$ cat src/verilog/srla_map.svh
`ifndef SRLA_MAP_SVH
`define SRLA_MAP_SVH
`define SRLA_ADDR_LINK_CTRL 12'h300
`define SRLA_ADDR_SUBCLASS 12'h301
`define SRLA_ADDR_LAT0 12'h302
`define SRLA_ADDR_LAT1 12'h303
`define SRLA_ADDR_MFOFS0 12'h304
`define SRLA_ADDR_MFOFS1 12'h305
`define SRLA_ADDR_RBD0 12'h306
`define SRLA_ADDR_RBD1 12'h307
`define SRLA_RST_LINK_EN 2'h0
`define SRLA_RST_SUBCLASS 3'h1
`define SRLA_RST_MFOFS 5'h00
`define SRLA_RST_RBD 5'h06
`define SRLA_RBD_MAX 5'h0a
`define SRLA_SUBCLASS0 3'h0
`define SRLA_SUBCLASS1 3'h1
`endif

$ cat src/verilog/srla_pkg.sv
package srla_pkg;
	typedef enum logic [1:0] {
		SRLA_IDLE = 2'b00,
		SRLA_WAIT_MF = 2'b01,
		SRLA_COUNT = 2'b10,
		SRLA_DONE = 2'b11
	} srla_meas_t;
endpackage : srla_pkg

$ cat src/verilog/srla_core.sv
// What this block does
// - Enable code 0b10 link1 only, 0b11 both
// - Enable code 0b00 none, 0b01 link0 only
// - Subclass code 000/001, reset subclass 1
// - Measure rx multiframe clock to next boundary
// - Delay internal multiframe clock per link
// - Read-buffer delay per link, reset six
`timescale 1ns/10ps
`include "srla_map.svh"
module srla_core #(
	parameter int DW = 5
) (
	input wire logic core_clk_in,
	input wire logic rst_n_in,
	input wire logic frame_tick_in,
	input wire logic multiframe_clock_in,
	input wire logic [1:0] sync_done_in,
	input wire logic [1:0] boundary_in,
	input wire logic [1:0] rx_data_valid_in,
	input wire logic reg_wr_in,
	input wire logic reg_rd_in,
	input wire logic [11:0] reg_addr_in,
	input wire logic [7:0] reg_wdata_in,
	output logic [7:0] reg_rdata_out,
	output logic [1:0] link_enable_out,
	output logic rx_multiframe_clock0_out,
	output logic rx_multiframe_clock1_out,
	output logic [1:0] buffer_read_out
);
	logic [1:0] link_en_q;
	logic [2:0] subclass_select_q;
	logic [DW-1:0] mf_ofs_q [2];
	logic [DW-1:0] rbd_q [2];
	logic [DW-1:0] lat_q [2];
	logic [7:0] rdata_q;
	logic [1:0] rx_mfc;
	logic [1:0] rd_pulse_q;

	// Zero-extends a field to the byte the bus returns
	function automatic logic [7:0] pad5(input logic [DW-1:0] v);
		pad5 = {{(8-DW){1'b0}}, v};
	endfunction : pad5

	// Shared by the offset and read-delay down counters
	function automatic logic [DW-1:0] dec1(input logic [DW-1:0] v);
		dec1 = v - DW'(1);
	endfunction : dec1

	function automatic logic is_last(input logic [DW-1:0] v);
		is_last = (v == DW'(1));
	endfunction : is_last

	// Bit n of the enable field drives link n, giving all four codes
	assign link_enable_out = link_en_q;

	always_ff @(posedge core_clk_in or negedge rst_n_in) begin
		if (!rst_n_in) begin
			link_en_q <= `SRLA_RST_LINK_EN;
			subclass_select_q <= `SRLA_RST_SUBCLASS;
			mf_ofs_q[0] <= `SRLA_RST_MFOFS;
			mf_ofs_q[1] <= `SRLA_RST_MFOFS;
			rbd_q[0] <= `SRLA_RST_RBD;
			rbd_q[1] <= `SRLA_RST_RBD;
		end else if (reg_wr_in) begin
			case (reg_addr_in)
				`SRLA_ADDR_LINK_CTRL: link_en_q <= reg_wdata_in[1:0];
				`SRLA_ADDR_SUBCLASS: subclass_select_q <= reg_wdata_in[2:0];
				`SRLA_ADDR_MFOFS0: mf_ofs_q[0] <= reg_wdata_in[DW-1:0];
				`SRLA_ADDR_MFOFS1: mf_ofs_q[1] <= reg_wdata_in[DW-1:0];
				// Values above ten are stored as written; software keeps them legal
				`SRLA_ADDR_RBD0: rbd_q[0] <= reg_wdata_in[DW-1:0];
				`SRLA_ADDR_RBD1: rbd_q[1] <= reg_wdata_in[DW-1:0];
				// Latency and unmapped writes land here and are dropped
				default: ;
			endcase
		end
	end

	always_ff @(posedge core_clk_in or negedge rst_n_in) begin
		if (!rst_n_in) begin
			rdata_q <= 8'h00;
		end else if (reg_rd_in) begin
			case (reg_addr_in)
				// Reserved bits read as zero
				`SRLA_ADDR_LINK_CTRL: rdata_q <= {6'h00, link_en_q};
				`SRLA_ADDR_SUBCLASS: rdata_q <= {5'h00, subclass_select_q};
				`SRLA_ADDR_LAT0: rdata_q <= pad5(lat_q[0]);
				`SRLA_ADDR_LAT1: rdata_q <= pad5(lat_q[1]);
				`SRLA_ADDR_MFOFS0: rdata_q <= pad5(mf_ofs_q[0]);
				`SRLA_ADDR_MFOFS1: rdata_q <= pad5(mf_ofs_q[1]);
				`SRLA_ADDR_RBD0: rdata_q <= pad5(rbd_q[0]);
				`SRLA_ADDR_RBD1: rdata_q <= pad5(rbd_q[1]);
				default: rdata_q <= 8'h00;
			endcase
		end
	end
	assign reg_rdata_out = rdata_q;

	genvar g;
	generate
		for (g = 0; g < 2; g++) begin : g_link
			// Each link keeps its own offset, delay and latency path
			logic [DW-1:0] dly_cnt_q;
			logic dly_busy_q;
			logic mfc_q;
			logic mf_prev_q;
			logic mf_edge;
			logic step;
			srla_pkg::srla_meas_t st_q;
			logic [DW-1:0] meas_q;
			logic [DW-1:0] rd_cnt_q;
			logic rd_busy_q;
			logic sync_prev_q;

			assign mf_edge = multiframe_clock_in & ~mf_prev_q;
			// Subclass 1 counts frame clocks, subclass 0 counts core clocks
			assign step = (subclass_select_q == `SRLA_SUBCLASS1) ? frame_tick_in : 1'b1;

			always_ff @(posedge core_clk_in or negedge rst_n_in) begin
				if (!rst_n_in) begin
					// Starts low: a clock already high at release counts as one edge
					mf_prev_q <= 1'b0;
					dly_cnt_q <= '0;
					dly_busy_q <= 1'b0;
					mfc_q <= 1'b0;
				end else begin
					mf_prev_q <= multiframe_clock_in;
					mfc_q <= 1'b0;
					if (mf_edge && mf_ofs_q[g] == '0) begin
						mfc_q <= 1'b1;
					end else if (mf_edge) begin
						dly_busy_q <= 1'b1;
						dly_cnt_q <= mf_ofs_q[g];
					end else if (dly_busy_q && step) begin
						if (is_last(dly_cnt_q)) begin
							dly_busy_q <= 1'b0;
							mfc_q <= 1'b1;
						end
						dly_cnt_q <= dec1(dly_cnt_q);
					end
				end
			end
			assign rx_mfc[g] = mfc_q;

			// Measurement restarts on each rising sync_done while the link is enabled
			always_ff @(posedge core_clk_in or negedge rst_n_in) begin
				if (!rst_n_in) begin
					st_q <= srla_pkg::SRLA_IDLE;
					meas_q <= '0;
					lat_q[g] <= '0;
					sync_prev_q <= 1'b0;
				end else begin
					sync_prev_q <= sync_done_in[g];
					case (st_q)
						srla_pkg::SRLA_IDLE: begin
							if (link_en_q[g] && sync_done_in[g] && !sync_prev_q) begin
								st_q <= srla_pkg::SRLA_WAIT_MF;
							end
						end
						srla_pkg::SRLA_WAIT_MF: begin
							if (!link_en_q[g] || !sync_done_in[g]) begin
								st_q <= srla_pkg::SRLA_IDLE;
							end else if (rx_mfc[g]) begin
								meas_q <= '0;
								st_q <= srla_pkg::SRLA_COUNT;
							end
						end
						srla_pkg::SRLA_COUNT: begin
							// Saturate rather than wrap so an oversized gap reads as max
							// Leaving on a dropped link keeps the next bring-up from stalling
							if (!link_en_q[g] || !sync_done_in[g]) begin
								st_q <= srla_pkg::SRLA_IDLE;
							end else if (boundary_in[g]) begin
								lat_q[g] <= meas_q;
								st_q <= srla_pkg::SRLA_DONE;
							end else if (meas_q != '1) begin
								meas_q <= meas_q + DW'(1);
							end
						end
						srla_pkg::SRLA_DONE: begin
							if (!sync_done_in[g] || !link_en_q[g]) begin
								st_q <= srla_pkg::SRLA_IDLE;
							end
						end
						default: st_q <= srla_pkg::SRLA_IDLE;
					endcase
				end
			end

			// Buffer read strobe fires a fixed number of core clocks after rx mf clock
			// A new rx pulse while counting restarts the delay
			always_ff @(posedge core_clk_in or negedge rst_n_in) begin
				if (!rst_n_in) begin
					rd_cnt_q <= '0;
					rd_busy_q <= 1'b0;
					rd_pulse_q[g] <= 1'b0;
				end else begin
					rd_pulse_q[g] <= 1'b0;
					if (rx_mfc[g] && link_en_q[g] && rx_data_valid_in[g]) begin
						if (rbd_q[g] == '0) begin
							rd_pulse_q[g] <= 1'b1;
						end else begin
							rd_busy_q <= 1'b1;
							rd_cnt_q <= rbd_q[g];
						end
					end else if (rd_busy_q) begin
						if (is_last(rd_cnt_q)) begin
							rd_busy_q <= 1'b0;
							rd_pulse_q[g] <= 1'b1;
						end
						rd_cnt_q <= dec1(rd_cnt_q);
					end
				end
			end
		end
	endgenerate

	assign rx_multiframe_clock0_out = rx_mfc[0];
	assign rx_multiframe_clock1_out = rx_mfc[1];
	assign buffer_read_out = rd_pulse_q;
endmodule : srla_core

$ cat config.mk
export PLATFORM = sky130hd
export DESIGN_NAME = srla_core
export DESIGN_NICKNAME = d
export VERILOG_FILES = /design/src/verilog/srla_pkg.sv /design/src/verilog/srla_core.sv
export VERILOG_INCLUDE_DIRS = /design/src /design/src/verilog
export SDC_FILE = /design/constraint.sdc
export NUM_CORES = 1
export LEC_CHECK = 0
export BUFFER_PORTS_ARGS = -buffer_cell sky130_fd_sc_hd__buf_2
export CAP_MARGIN = 20
export CORE_MARGIN = 2
export CORE_UTILIZATION = 25
export CTS_CLUSTER_DIAMETER = 30
export DETAILED_ROUTE_END_ITERATION = 10
export HOLD_SLACK_MARGIN = 0.06
export SLEW_MARGIN = 20
export SYNTH_ARGS = -nofsm -noshare
export SYNTH_HDL_FRONTEND = slang
export SYNTH_SLANG_ARGS = --single-unit
$ cat constraint.sdc
create_clock -name core_clk_in -period 2.6 [get_ports core_clk_in]
set_clock_uncertainty 0.15 [all_clocks]
set_input_delay 0.26 -clock core_clk_in [delete_from_list [all_inputs] [get_ports core_clk_in]]
set_output_delay 0.26 -clock core_clk_in [all_outputs]
set_load 0.05 [all_outputs]
== Word level (Yosys, flattened, before mapping) ==
Index checks and enable logic that the tools add are counted.
Word-level totals
  flip-flop bits (word level): 88
  word-level logic and storage cells: 201
Operators by class
  add/subtract/negate cells: 6
  equality and inequality tests: 41
  multiplexer cells: 68
  bitwise gates (word level): 6
  reductions and logical operators: 52
Operators with widths (count)
  $mux W5: 20
  $eq A12 B10 Y1 const B: 8
  $pmux W5 S8: 1
  $ne A2 B2 Y1 const B: 16
  $mux W1: 31
  $mux W2: 12
  $eq A5 B1 Y1 const B: 4
  $logic_not A5 Y1: 4
  $pmux W5 S2: 2
  $reduce_and A2 Y1: 10
  $sub A5 B1 Y5 const B: 4
  $pmux W2 S4: 2
  $reduce_bool A2 Y1: 8
  $logic_and A1 B1 Y1: 12
  $ne A3 B3 Y1 const B: 4
  $reduce_and A3 Y1: 4
  $reduce_and A6 Y1: 2
  $add A5 B1 Y5 const B: 2
  $ne A5 B5 Y1 const B: 2
  $eq A2 B2 Y1 const B: 4
  $reduce_and A4 Y1: 2
  $logic_not A1 Y1: 6
  $not A1 Y1: 5
  $eq A2 B1 Y1 const B: 2
  other kinds (4): 6

== Depth between registers and ports, before layout ==
Gate-level depths: netlist of run 1.
  depth after elaboration: 6
  gate-level depth with buffers: 7
  mapped depth without buffers: 7

== Least setup slack after synthesis of run 1 ==
OpenSTA, ideal clock, no wires.
  path kind: register to register
  from: register g_link[1].meas_q[0]
  to: register g_link[1].meas_q[3]
  arrival time: 1.829 ns
  path slack: 0.497 ns
  stages on the path, launching flop included: 8
  path buffers: 0
  clock period less this slack: 2.103 ns
  cell sequence: dfrtp_1 > ha_1 > and3_1 > ha_1 > nor4b_1 > o21ai_1 > o21a_1 > a2bb2oi_1
Between the ends
  longest elaborated chain between the ends: 5
  elaborated cells on any way between the ends: 8
  those cells by class: add/sub: 1; eq/ne: 2; mux: 4; reduce/logical: 1
Ends and longest elaborated chain
  start, declared: line srla_core.sv:110  | logic [DW-1:0] meas_q;
  start signal, assigned: line srla_core.sv:177  | meas_q <= meas_q + DW'(1);
  $add A5 B1 Y5: line srla_core.sv:177
  $mux W5: line srla_core.sv:176  | end else if (meas_q != '1) begin
  $mux W5: line srla_core.sv:173  | end else if (boundary_in[g]) begin
  $mux W5: line srla_core.sv:171  | if (!link_en_q[g] || !sync_done_in[g]) begin
  $pmux W5 S2: line srla_core.sv:154  | case (st_q)
Several ways; a longest one is shown, not always the timed one. The select of a mux whose other input is x is not followed.
A chain may end at the register's enable or synchronous reset.

== Worst setup path after layout of run 1 ==
  from: register g_link[0].meas_q[0]
  to: register g_link[0].meas_q[0]
Between the ends
  longest elaborated chain between the ends: 5
  elaborated cells on any way between the ends: 8
  those cells by class: add/sub: 1; eq/ne: 2; mux: 4; reduce/logical: 1
Ends and longest elaborated chain (line)
  start, declared: srla_core.sv:110
  start signal, assigned: srla_core.sv:177
  $add A5 B1 Y5: srla_core.sv:177
  $mux W5: srla_core.sv:176
  $mux W5: srla_core.sv:173
  $mux W5: srla_core.sv:171
  $pmux W5 S2: srla_core.sv:154
Several ways; a longest one is shown, not always the timed one. The select of a mux whose other input is x is not followed.

==> impl_metrics.yaml, run 1 <==
status:
  outcome: "complete, no violations"
floorplan:
  rows: 48
  die-height_um: 136.9
  ios: 46
  start_util: 0.2552
  die_area_um2: 18740
  die_w_um: 136.9
  core_um2: 17300
synth:
  ys_warn_count: 0
  synth_top_area_frac: 0.4535
  synth-seq-cells: 85
  seq_area_frac_synth: 0.4833
  yosys.area.top_type: "dfrtp_1"
  synth_edf_count: 0
  postSynth.asyncResetShare: 1.000
  avgSynthCellArea_um2: 11.12
  synthFlopType: "dfrtp_1"
  syn_inst: 397
  synth.distinct_cells: 61
  synth_area_leaders: "dfrtp_1 (45%), mux2_2 (9.7%), ha_1 (3.4%)"
  netlist_area_um2: 4414
layout:
  nFillCells: 1792
  drive_above_1_share: 0.2589
  regArea_um2: 2133
  insertedDiodeCount: 0
  stdcell_count: 673
  nets: 487
  area_growth_pct: 17.12
  multi_input_area_um2: 2160
  final_util: 0.2989
placed_design:
  place_inst: 652
  gp_congestion: 0.8434
  numPortBuffers: 39
  dpl.hpwl_um: 7826
setup_path:
  cp_num_buf_inv: 0
  slowest_stage: "dfrtp_1"
  critPathMaxStageDelay_ps: 420
  path_max_fanout: 6
  startpoint: "g_link[0].meas_q[0]$_DFFE_PN0P_"
  rr_worst_depth: 7
  r2r_start: "g_link[0].meas_q[0]$_DFFE_PN0P_"
  path_cells: "ha_1 > and3_1 > ha_1 > nor4b_1 > o21ai_0 > nor3b_1 > a21o_1"
  timing.rr.end: "g_link[0].meas_q[0]$_DFFE_PN0P_"
  crit_arrival_ps: 2440
  r2r_setup_slack_ps: 290
  worstSetupEndpoint: "g_link[0].meas_q[0]$_DFFE_PN0P_"
  required_ps: 2730
  crit_path_start_kind: "register"
  crit_top_cell: "ha_1"
  crit_family: "simple AND/OR/NAND/NOR gates"
  endpoint_kind: "register"
  crit_type: "reg2reg"
  worst-path-stages: 7
sta:
  finalCritPeriodShare: 0.8886
  rsz0062_at_grt: "false"
  slew_viol_final: 0
  period_minus_slack_ps: 2310
  clock.fmax_ghz: 0.4328
  hold_viol_final: 0
  worst_slew_pin_slew_ps: 594.9
  hold_ws_ps: 92.78
  relSlewSlack: 0.6034
  setup_viol: 0
  final.setup.tns_ps: 0
global_route:
  antenna_found_initial: 1
  gr-total-overflow: 0
  grt_pass1_vias: 3375
  grtUsageTotal: 0.1211
  grt_pass1_wl_um: 17420
  grt_start_max_net_pins: 56
flow_run:
  maxCapViolations: 0
power_and_ir_drop:
  p_int_w: 0.002415
  irDropWorstVdd_uv: 317.8
  finalPower_w: 0.003401
  switchingPower_w: 0.0009859
  combPwrFrac: 0.179
  sequentialPowerShare: 0.476
  p_leak_nw: 2.348
  clkPwrFrac: 0.345
  swShare: 0.2899
  p_per_area_nw_per_um2: 657.9
cts:
  root_buffer: "clkbuf_16"
  clockBufferDepth: 2
  cts_tree: "done"
  worstSkewPairLatency_ps: 340
  cts_num_sinks: 85
  cts_buffers: 9
  h-tree-depth: 3
  cts.reportedPaths.clkPinSlew_ps: 60
  postCtsSetupBuffers: 0
drt:
  via_count: 3289
  drt_wl_total_um: 10430
  detail-route-antenna-nets: 0
  vias_per_cell: 4.887
  dr.first_iter.drc_count: 162
  firstDrtPassIters: 4
  routedWlPerCell_um: 15.50
  drc: 0
min_path:
  hp-class: "in2reg"
-- power by group through the flow --
stage                     logic, W  clock network [W]  registers (W)
final                     0.000610            0.00117        0.00162
after global routing      0.000690            0.00126        0.00165
after CTS                 0.000616            0.00120        0.00162
after detailed placement  0.000610                  0        0.00164
after global placement    0.000563                  0        0.00163
after floorplan           0.000453                  0        0.00160
-- layout make-up --
type,instances,area share
clock inverters,2,0.001936
clock buffers,14,0.04913
repair buffers,46,0.05324
inverters,15,0.01089
flip-flops and latches,85,0.4126
multi-input cells,286,0.4177
well taps,225,0.05445
-- cell usage after synthesis (4+ instances only) --
master    number
nor2_1        31
buf_2          4
inv_1         14
mux4_2         6
mux2_2        38
a21oi_1       14
dfrtp_1       80
o211ai_1      10
nand4_1        4
clkbuf_1       4
nor2b_1        6
ha_1          12
and3_1         6
buf_4          5
and2_1         6
nand2b_1       5
nor3_1         9
nand3_1       14
o21ai_0       21
mux2i_1        8
a31oi_1        4
dfstp_2        5
nor4b_1        4
o22ai_1        5
nor3_2         4
nand2_1       30
-- worst min path at each step --
stage / slack (ps) / cells after the start / startpoint / endpoint
after floorplan: -190 / 0 / rst_n_in / buffer_read_out[0]$_DFF_PN0_
after global placement: 70 / 1 / rst_n_in / g_link[1].st_q[1]$_DFFE_PN0P_
after detailed placement: 80 / 1 / rst_n_in / g_link[1].st_q[1]$_DFFE_PN0P_
after CTS: 80 / 2 / reg_wdata_in[4] / rbd_q[4]$_DFFE_PN0P_
after global routing: 80 / 2 / reg_wdata_in[4] / rbd_q[9]$_DFFE_PN0P_
final: 90 / 2 / reg_wdata_in[4] / rbd_q[9]$_DFFE_PN0P_
-- state kept, by name (all words and copies together) (netlist names) --
register and count:
link_enable_out 2, g_link.mf_prev_q 1, rx_multiframe_clock0_out 1, rx_multiframe_clock1_out 1, lat_q 10, g_link.rd_cnt_q 10, g_link.meas_q 10, rbd_q 10
reg_rdata_out 5, mf_ofs_q 10, buffer_read_out 2, g_link.st_q 4, subclass_select_q 3, g_link.dly_cnt_q 10, g_link.rd_busy_q 2, g_link.dly_busy_q 2
g_link.sync_prev_q 2
-- cell usage in the layout, fill, tap and decap left out, types with 3 or more instances in the layout --
master	Yosys	routed
dlygate4sd3_1	0	5
nand2b_1	5	5
nor4b_1	4	4
nand2_1	30	30
a31oi_1	4	4
dfrtp_1	80	80
conb_1	1	3
nor3_1	9	9
o211ai_1	10	10
dfstp_2	5	5
mux2i_1	8	8
nor2_1	31	31
buf_2	4	38
nor2b_1	6	6
ha_1	12	12
nand4_1	4	4
o21ai_0	21	21
and3_1	6	6
inv_1	14	14
mux4_2	6	6
clkbuf_1	4	4
clkbuf_16	0	9
nor3_2	4	4
a21oi_1	14	14
mux2_2	38	38
o22ai_1	5	5
nand3_1	14	14
and2_1	6	6
-- per-layer routing --
| layer | vias up | wire, µm | track usage |
|---|---|---|---|
| li1 | 1559 | - | - |
| met1 | 1644 | 4597 | 0.1472 |
| met2 | 71 | 5187 | 0.2056 |
| met3 | 13 | 470 | 0.03556 |
| met4 | 2 | 166 | 0.04009 |
| met5 | - | 11 | 0 |
-- worst reg2reg max path, delay by kind of cell (launching register included) --
family	cells	cell delay [ps]
flops	1	420
fa+ha+maj	2	400
simple gates	3	870
compound gates	2	420
-- through the flow --
stage	cell area (µm²)	worst slack, ps
global route	5170	71.17
floorplan	4422	496.7
detailed placement	4856	299.2
CTS	5170	272.5
finish	5170	289.6
global placement	4856	384.8
-- cell families (layout without fill, tap and decap cells) --
family | after synthesis | after routing | share of synthesized area
adders and majority gates | 12 | 12 | 0.03401
buffers and inverters | 28 | 77 | 0.02919
DFF | 85 | 85 | 0.4833
and+or+nand+nor | 140 | 140 | 0.1882
other | 1 | 3 | 0.0008495
xor gates and xnor gates | 3 | 3 | 0.005953
muxes | 52 | 52 | 0.1457
AOI/OAI and AO/OA | 76 | 76 | 0.1128
-- repair_timing --
item / 4_1_cts / 5_1_grt
hold buffers: 5 / 0
endpoints found under the setup margin: 0 / 0
endpoints found under the hold margin: 41 / 0
gates resized for setup: 0 / 0
No activity file was read; power rests on OpenSTA's default activity.
==> inputs of run 2 (changes only) <==
--- a/config.mk
+++ b/config.mk
@@ -6,6 +6,7 @@
 export SDC_FILE = /design/constraint.sdc
 export NUM_CORES = 1
 export LEC_CHECK = 0
+export ABC_AREA = 1
 export BUFFER_PORTS_ARGS = -buffer_cell sky130_fd_sc_hd__buf_2
 export CAP_MARGIN = 20
 export CORE_MARGIN = 2
==> run 2 against run 1 <==
Non-clock buffer count is the same; global-route usage shrank 0.98 points; utilization shrank 0.30 points; maximum frequency grew 12%; synthesized cell count grew 44%; first-iteration DRC count grew 62%; combinational power shrank 1%; clock power is essentially flat; worst hold slack lost 10 ps; power shrank 2.4%; critical path depth grew 3; highest routed layer is now met4.
==> impl_metrics.yaml, run 2 <==
status:
  outcome: "complete, no violations"
layout:
  final_cell_mix: "nand2_1 (141), dfrtp_1 (80), nor2_1 (64)"
  drive_above_1_share: 0.1394
  nets: 663
  nFillCells: 1874
  insertedDiodeCount: 0
  mostFrequentLayoutCell: "nand2_1"
  final_util: 0.2959
  area_growth_pct: 16.93
min_path:
  whs_path_depth: 4
  min_from: "reg_rd_in"
  hp-class: "in2reg"
  whs_endpoint: "reg_rdata_out[2]$_DFFE_PN0P_"
cts:
  cts.reportedPaths.clkPinSlew_ps: 60
  cts_tree: "done"
  cts_num_sinks: 85
  cts_buffers: 9
  root_buffer: "clkbuf_16"
  worstSkewPairLatency_ps: 340
  clockBufferDepth: 2
  h-tree-depth: 3
sta:
  rsz0062_at_grt: "false"
  final.setup.tns_ps: 0
  slew_viol_final: 0
  setup_viol: 0
  worst_slew_pin_slew_ps: 686.7
  clock.fmax_ghz: 0.4847
  relSlewSlack: 0.5380
  hold_viol_final: 0
  period_minus_slack_ps: 2063
  finalCritPeriodShare: 0.7936
setup_path:
  crit_arrival_ps: 2160
  crit_path_start_kind: "primary input"
  required_ps: 2700
  r2r_setup_slack_ps: 760
  timing.rr.end: "g_link[0].meas_q[3]$_DFFE_PN0P_"
  path_max_fanout: 15
  startpoint: "multiframe_clock_in"
  rr_worst_depth: 8
  crit_type: "in2reg"
  r2r_start: "g_link[0].meas_q[0]$_DFFE_PN0P_"
  endpoint_kind: "register"
power_and_ir_drop:
  finalPower_w: 0.003318
  irDropWorstVdd_uv: 310.8
  p_per_area_nw_per_um2: 628.6
  p_leak_nw: 2.579
drt:
  drc: 0
  drt_wl_total_um: 10110
  routedWlPerCell_um: 11.86
  dr.first_iter.drc_count: 263
  via_count: 3744
  vias_per_cell: 4.389
  firstDrtPassIters: 4
  detail-route-antenna-nets: 0
floorplan:
  ios: 46
  rows: 49
  core_um2: 17840
  die_area_um2: 19150
  start_util: 0.2530
  die_w_um: 138.4
  die-height_um: 138.4
synth:
  yosys.area.top_type: "dfrtp_1"
  synth_common_cells: "nand2_1 (141), dfrtp_1 (80), nor2_1 (64)"
  seq_area_frac_synth: 0.4726
  postSynth.asyncResetShare: 1.000
  synth.distinct_cells: 38
  synth-seq-cells: 85
  synth_area_leaders: "dfrtp_1 (44%), nand2_1 (12%), o21ai_0 (7.0%)"
  syn_inst: 572
  avgSynthCellArea_um2: 7.892
  ys_warn_count: 0
  yosysMostFrequentCell: "nand2_1"
  synth_edf_count: 0
  synth_top_area_frac: 0.4435
  synthFlopType: "dfrtp_1"
  netlist_area_um2: 4514
global_route:
  grtUsageTotal: 0.1113
  grt_start_max_net_pins: 46
  grt_pass1_vias: 3412
  grt_pass1_wl_um: 17080
  antenna_found_initial: 0
  gr-total-overflow: 0
flow_run:
  maxCapViolations: 0
placed_design:
  numPortBuffers: 39
  dpl.hpwl_um: 7532
  gp_congestion: 0.8045
==> run 2: final cells by class <==
type,instances,area (µm²),area share
well taps,229,286.5,0.05428
clock buffers,14,254.0,0.04812
clock inverters,2,12.51,0.002370
multi-input cells,420,2105,0.3987
inverters,57,215.2,0.04077
repair buffers,46,272.8,0.05167
flip-flops and latches,85,2133,0.4041
==> run 2: power by group <==
part	internal, W	switching, W
clock network	0.000673	0.000504
registers	0.00144	0.0000963
logic	0.000232	0.000371
==> run 2: kinds of logic after synthesis <==
| logic type | synth area share |
|---|---|
| xor gates and xnor gates | 0.01552 |
| buffers and inverters | 0.06292 |
| adders and majority gates | 0.03326 |
| AOI/OAI and AO/OA | 0.1175 |
| and+or+nand+nor | 0.2827 |
| other | 0.0008307 |
| muxes | 0.01469 |
| DFF | 0.4726 |
==> run 2: per-stage QoR <==
stage / std cells / cell area [µm²] / hold WS (ps) / setup slack, ps
finish: 853 / 5279 / 82.35 / 536.7
global route: 853 / 5279 / 103.2 / 347.8
CTS: 853 / 5279 / 66.20 / 519.4
detailed placement: 833 / 4972 / 134.4 / 747.7
global placement: 833 / 4972 / 135.0 / 759.6
floorplan: 574 / 4522 / -185.6 / 722.1
==> run 2: worst max-delay path by stage <==
stage,slack (ps),to,cells after the start
finish,540,g_link[1].dly_cnt_q[1]$_DFFE_PN0P_,10
detailed placement,750,g_link[1].dly_cnt_q[1]$_DFFE_PN0P_,9
floorplan,720,lat_q[1]$_DFFE_PN0P_,5
global route,350,g_link[1].dly_cnt_q[1]$_DFFE_PN0P_,10
CTS,520,g_link[1].dly_cnt_q[1]$_DFFE_PN0P_,10
global placement,760,g_link[0].meas_q[3]$_DFFE_PN0P_,8
==> run 2: routing by layer <==
metal,GRT usage,vias up,part of all wire
met3,0.02875,12,0.039
li1,-,1961,-
met4,0.04243,0,0.021
met5,0,-,0
met2,0.1662,62,0.45
met1,0.1550,1709,0.49
==> run 2: what timing repair did <==
| action | in CTS | in global routing |
|---|---|---|
| setup buffers | 0 | 0 |
| hold buffers | 4 | 0 |
| endpoints found under the hold margin | 42 | 0 |
| resized for setup | 0 | 0 |
==> run 2: critical path, stage by stage <==
cell,delay (ps)
dlygate4sd3_1,540
buf_2,130
inv_1,60
nor2_2,30
buf_4,170
inv_1,320
nand3_1,120
nand2_1,280
o211ai_1,130
o21ai_0,110
==> inputs of run 3 (changes only) <==
--- a/config.mk
+++ b/config.mk
@@ -6,7 +6,7 @@
 export SDC_FILE = /design/constraint.sdc
 export NUM_CORES = 1
 export LEC_CHECK = 0
-export ABC_AREA = 1
+export ABC_AREA = 0
 export BUFFER_PORTS_ARGS = -buffer_cell sky130_fd_sc_hd__buf_2
 export CAP_MARGIN = 20
 export CORE_MARGIN = 2
==> constraint.sdc (replaced) <==
create_clock -name core_clk_in -period 2 [get_ports core_clk_in]
set_clock_uncertainty 0.15 [all_clocks]
set_input_delay 0.2 -clock core_clk_in [delete_from_list [all_inputs] [get_ports core_clk_in]]
set_output_delay 0.2 -clock core_clk_in [all_outputs]
set_load 0.05 [all_outputs]
==> run 3 against run 2 <==
Flip-flop and latch count stayed put; wire length is 7.8% higher; final area is 5.4% higher; clock-buffer cell count is 2 lower; via count is 11% lower; combinational power is 35% higher; worst setup slack worse by 510 ps; die area is 2.1% lower; global-route usage is 0.91 points higher; critical path type is now reg2reg.
==> impl_metrics.yaml, run 3 (same netlist as run 1, synthesis figures left out) <==
setup_path:
  crit_arrival_ps: 2040
  endpoint_kind: "register"
  path_max_fanout: 5
  crit_type: "reg2reg"
  crit_path_start_kind: "register"
  required_ps: 2070
power_and_ir_drop:
  combPwrFrac: 0.169
  swShare: 0.2688
  irDropWorstVdd_uv: 402.8
  sequentialPowerShare: 0.435
  clkPwrFrac: 0.397
  switchingPower_w: 0.001300
  p_int_w: 0.003537
  p_per_area_nw_per_um2: 869.8
  p_leak_nw: 2.493
cts:
  cts_buffers: 9
  worstSkewPairLatency_ps: 340
  clockBufferDepth: 2
  root_buffer: "clkbuf_16"
  cts_num_sinks: 85
  cts.reportedPaths.clkPinSlew_ps: 60
  h-tree-depth: 3
  cts_tree: "done"
min_path:
  hp-class: "in2reg"
status:
  outcome: "complete, no violations"
drt:
  drt-met1-wl_um: 4878
  drc: 0
  firstDrtPassIters: 4
  wl_met2_um: 5467
  routedWlPerCell_um: 15.60
  vias_per_cell: 4.778
  drt_wl_total_um: 10910
  detail-route-antenna-nets: 0
  via_count: 3340
  dr.first_iter.drc_count: 163
  highest_layer: "met4"
  wl_met3_um: 440
floorplan:
  die_area_um2: 18740
  rows: 48
  die-height_um: 136.9
  die_w_um: 136.9
  ios: 46
  core_um2: 17300
  start_util: 0.2552
flow_run:
  maxCapViolations: 0
global_route:
  grt_pass1_vias: 3388
  grt_pass1_wl_um: 17370
  grtUsageTotal: 0.1204
  gr-total-overflow: 0
  antenna_found_initial: 1
  grt_start_max_net_pins: 36
layout:
  mostFrequentLayoutCell: "dfrtp_1"
  final_cell_mix: "dfrtp_1 (80), mux2_2 (38), buf_2 (38)"
  nFillCells: 1785
  stdcell_count: 699
  nets: 512
  final_cell_area_um2: 5562
  drive_above_1_share: 0.3214
  area_growth_pct: 25.99
placed_design:
  gp_congestion: 0.8131
  dpl.hpwl_um: 8108
  numPortBuffers: 39
  postPlaceCellArea_um2: 4970
  place_inst: 665
sta:
  setup_viol: 0
  rsz0062_at_grt: "true"
  hold_viol_final: 0
  clock.fmax_ghz: 0.5079
  final.setup.tns_ps: 0
  finalCritPeriodShare: 0.9844
  period_minus_slack_ps: 1969
  slew_viol_final: 0
  hold_ws_ps: 76.25
## run 3: changes by cell type in the layout (fill, tap and decap cells not counted), sizes merged, moves of 8 or more
| cell | delta |
|---|---|
| nor2 | -37 |
| mux2 | +33 |
| nand3 | -52 |
| buf | +18 |
| and3 | +8 |
| inv | -42 |
| nand2 | -116 |
| o21ai | -47 |
## run 3: area by class of cell
| cell class | instances | area (µm²) | area share |
|---|---|---|---|
| Multi-Input combinational cell | 286 | 2265 | 0.4072 |
| Sequential cell | 85 | 2133 | 0.3836 |
| Clock buffer | 12 | 246.5 | 0.04432 |
| Clock inverter | 4 | 95.09 | 0.01710 |
| Tap cell | 225 | 281.5 | 0.05062 |
| Inverter | 15 | 56.30 | 0.01012 |
| Timing Repair Buffer | 71 | 481.7 | 0.08661 |
| Antenna cell | 1 | 2.502 | 0.0004499 |
## run 3: timing repair
| item | in CTS | in global routing |
|---|---|---|
| endpoints found under the hold margin | 84 | 0 |
| gates resized for setup | 1 | 17 |
| pin swaps | 0 | 12 |
| setup buffers | 0 | 6 |
| hold buffers | 11 | 0 |
| setup endpoints to repair | 2 | 13 |
## run 3: through the flow
stage	power, W	utilization	worst slack, ps
after floorplan	0.002668	-	28.79
after global placement	0.002869	0.2873	42.76
after detailed placement	0.002927	0.2873	-23.16
after CTS	0.004872	0.3139	4.309
after global routing	0.005080	0.3214	-64.49
final	0.004837	0.3215	31.11
## run 3: power by group through the flow
stage / logic, W / clock network, W / registers, W
global placement: 0.000753 / 0 / 0.00212
detailed placement: 0.000801 / 0 / 0.00213
finish: 0.000817 / 0.00192 / 0.00210
global route: 0.000921 / 0.00203 / 0.00213
floorplan: 0.000589 / 0 / 0.00208
CTS: 0.000824 / 0.00195 / 0.00210
## run 3: per-layer routing
metal,up-vias,track usage
met4,0,0.04124
li1,1607,-
met5,-,0
met3,8,0.02667
met2,62,0.2069
met1,1663,0.1490
## run 3: worst paths after layout
check	from	end	slack, ps	depth (start not counted)
worst max-delay path	subclass_select_q[0]$_DFFE_PN1P_	g_link[0].dly_cnt_q[1]$_DFFE_PN0P_	30	4
worst min-delay path	reg_wdata_in[1]	mf_ofs_q[6]$_DFFE_PN0P_	80	2
worst max register to register	subclass_select_q[0]$_DFFE_PN1P_	g_link[0].dly_cnt_q[1]$_DFFE_PN0P_	30	4
worst min register to register	lat_q[2]$_DFFE_PN0P_	lat_q[2]$_DFFE_PN0P_	360	1
max in group asynchronous	rst_n_in	g_link[0].meas_q[4]$_DFFE_PN0P_	880	3
min in group asynchronous	rst_n_in	g_link[0].dly_busy_q$_DFFE_PN0P_	190	2
## run 3: critical path, stage by stage (launching register included)
cell     delay [ps]
dfstp_2         530
or4b_4          500
and3_4          220
nor2_4          110
mux2_2          330
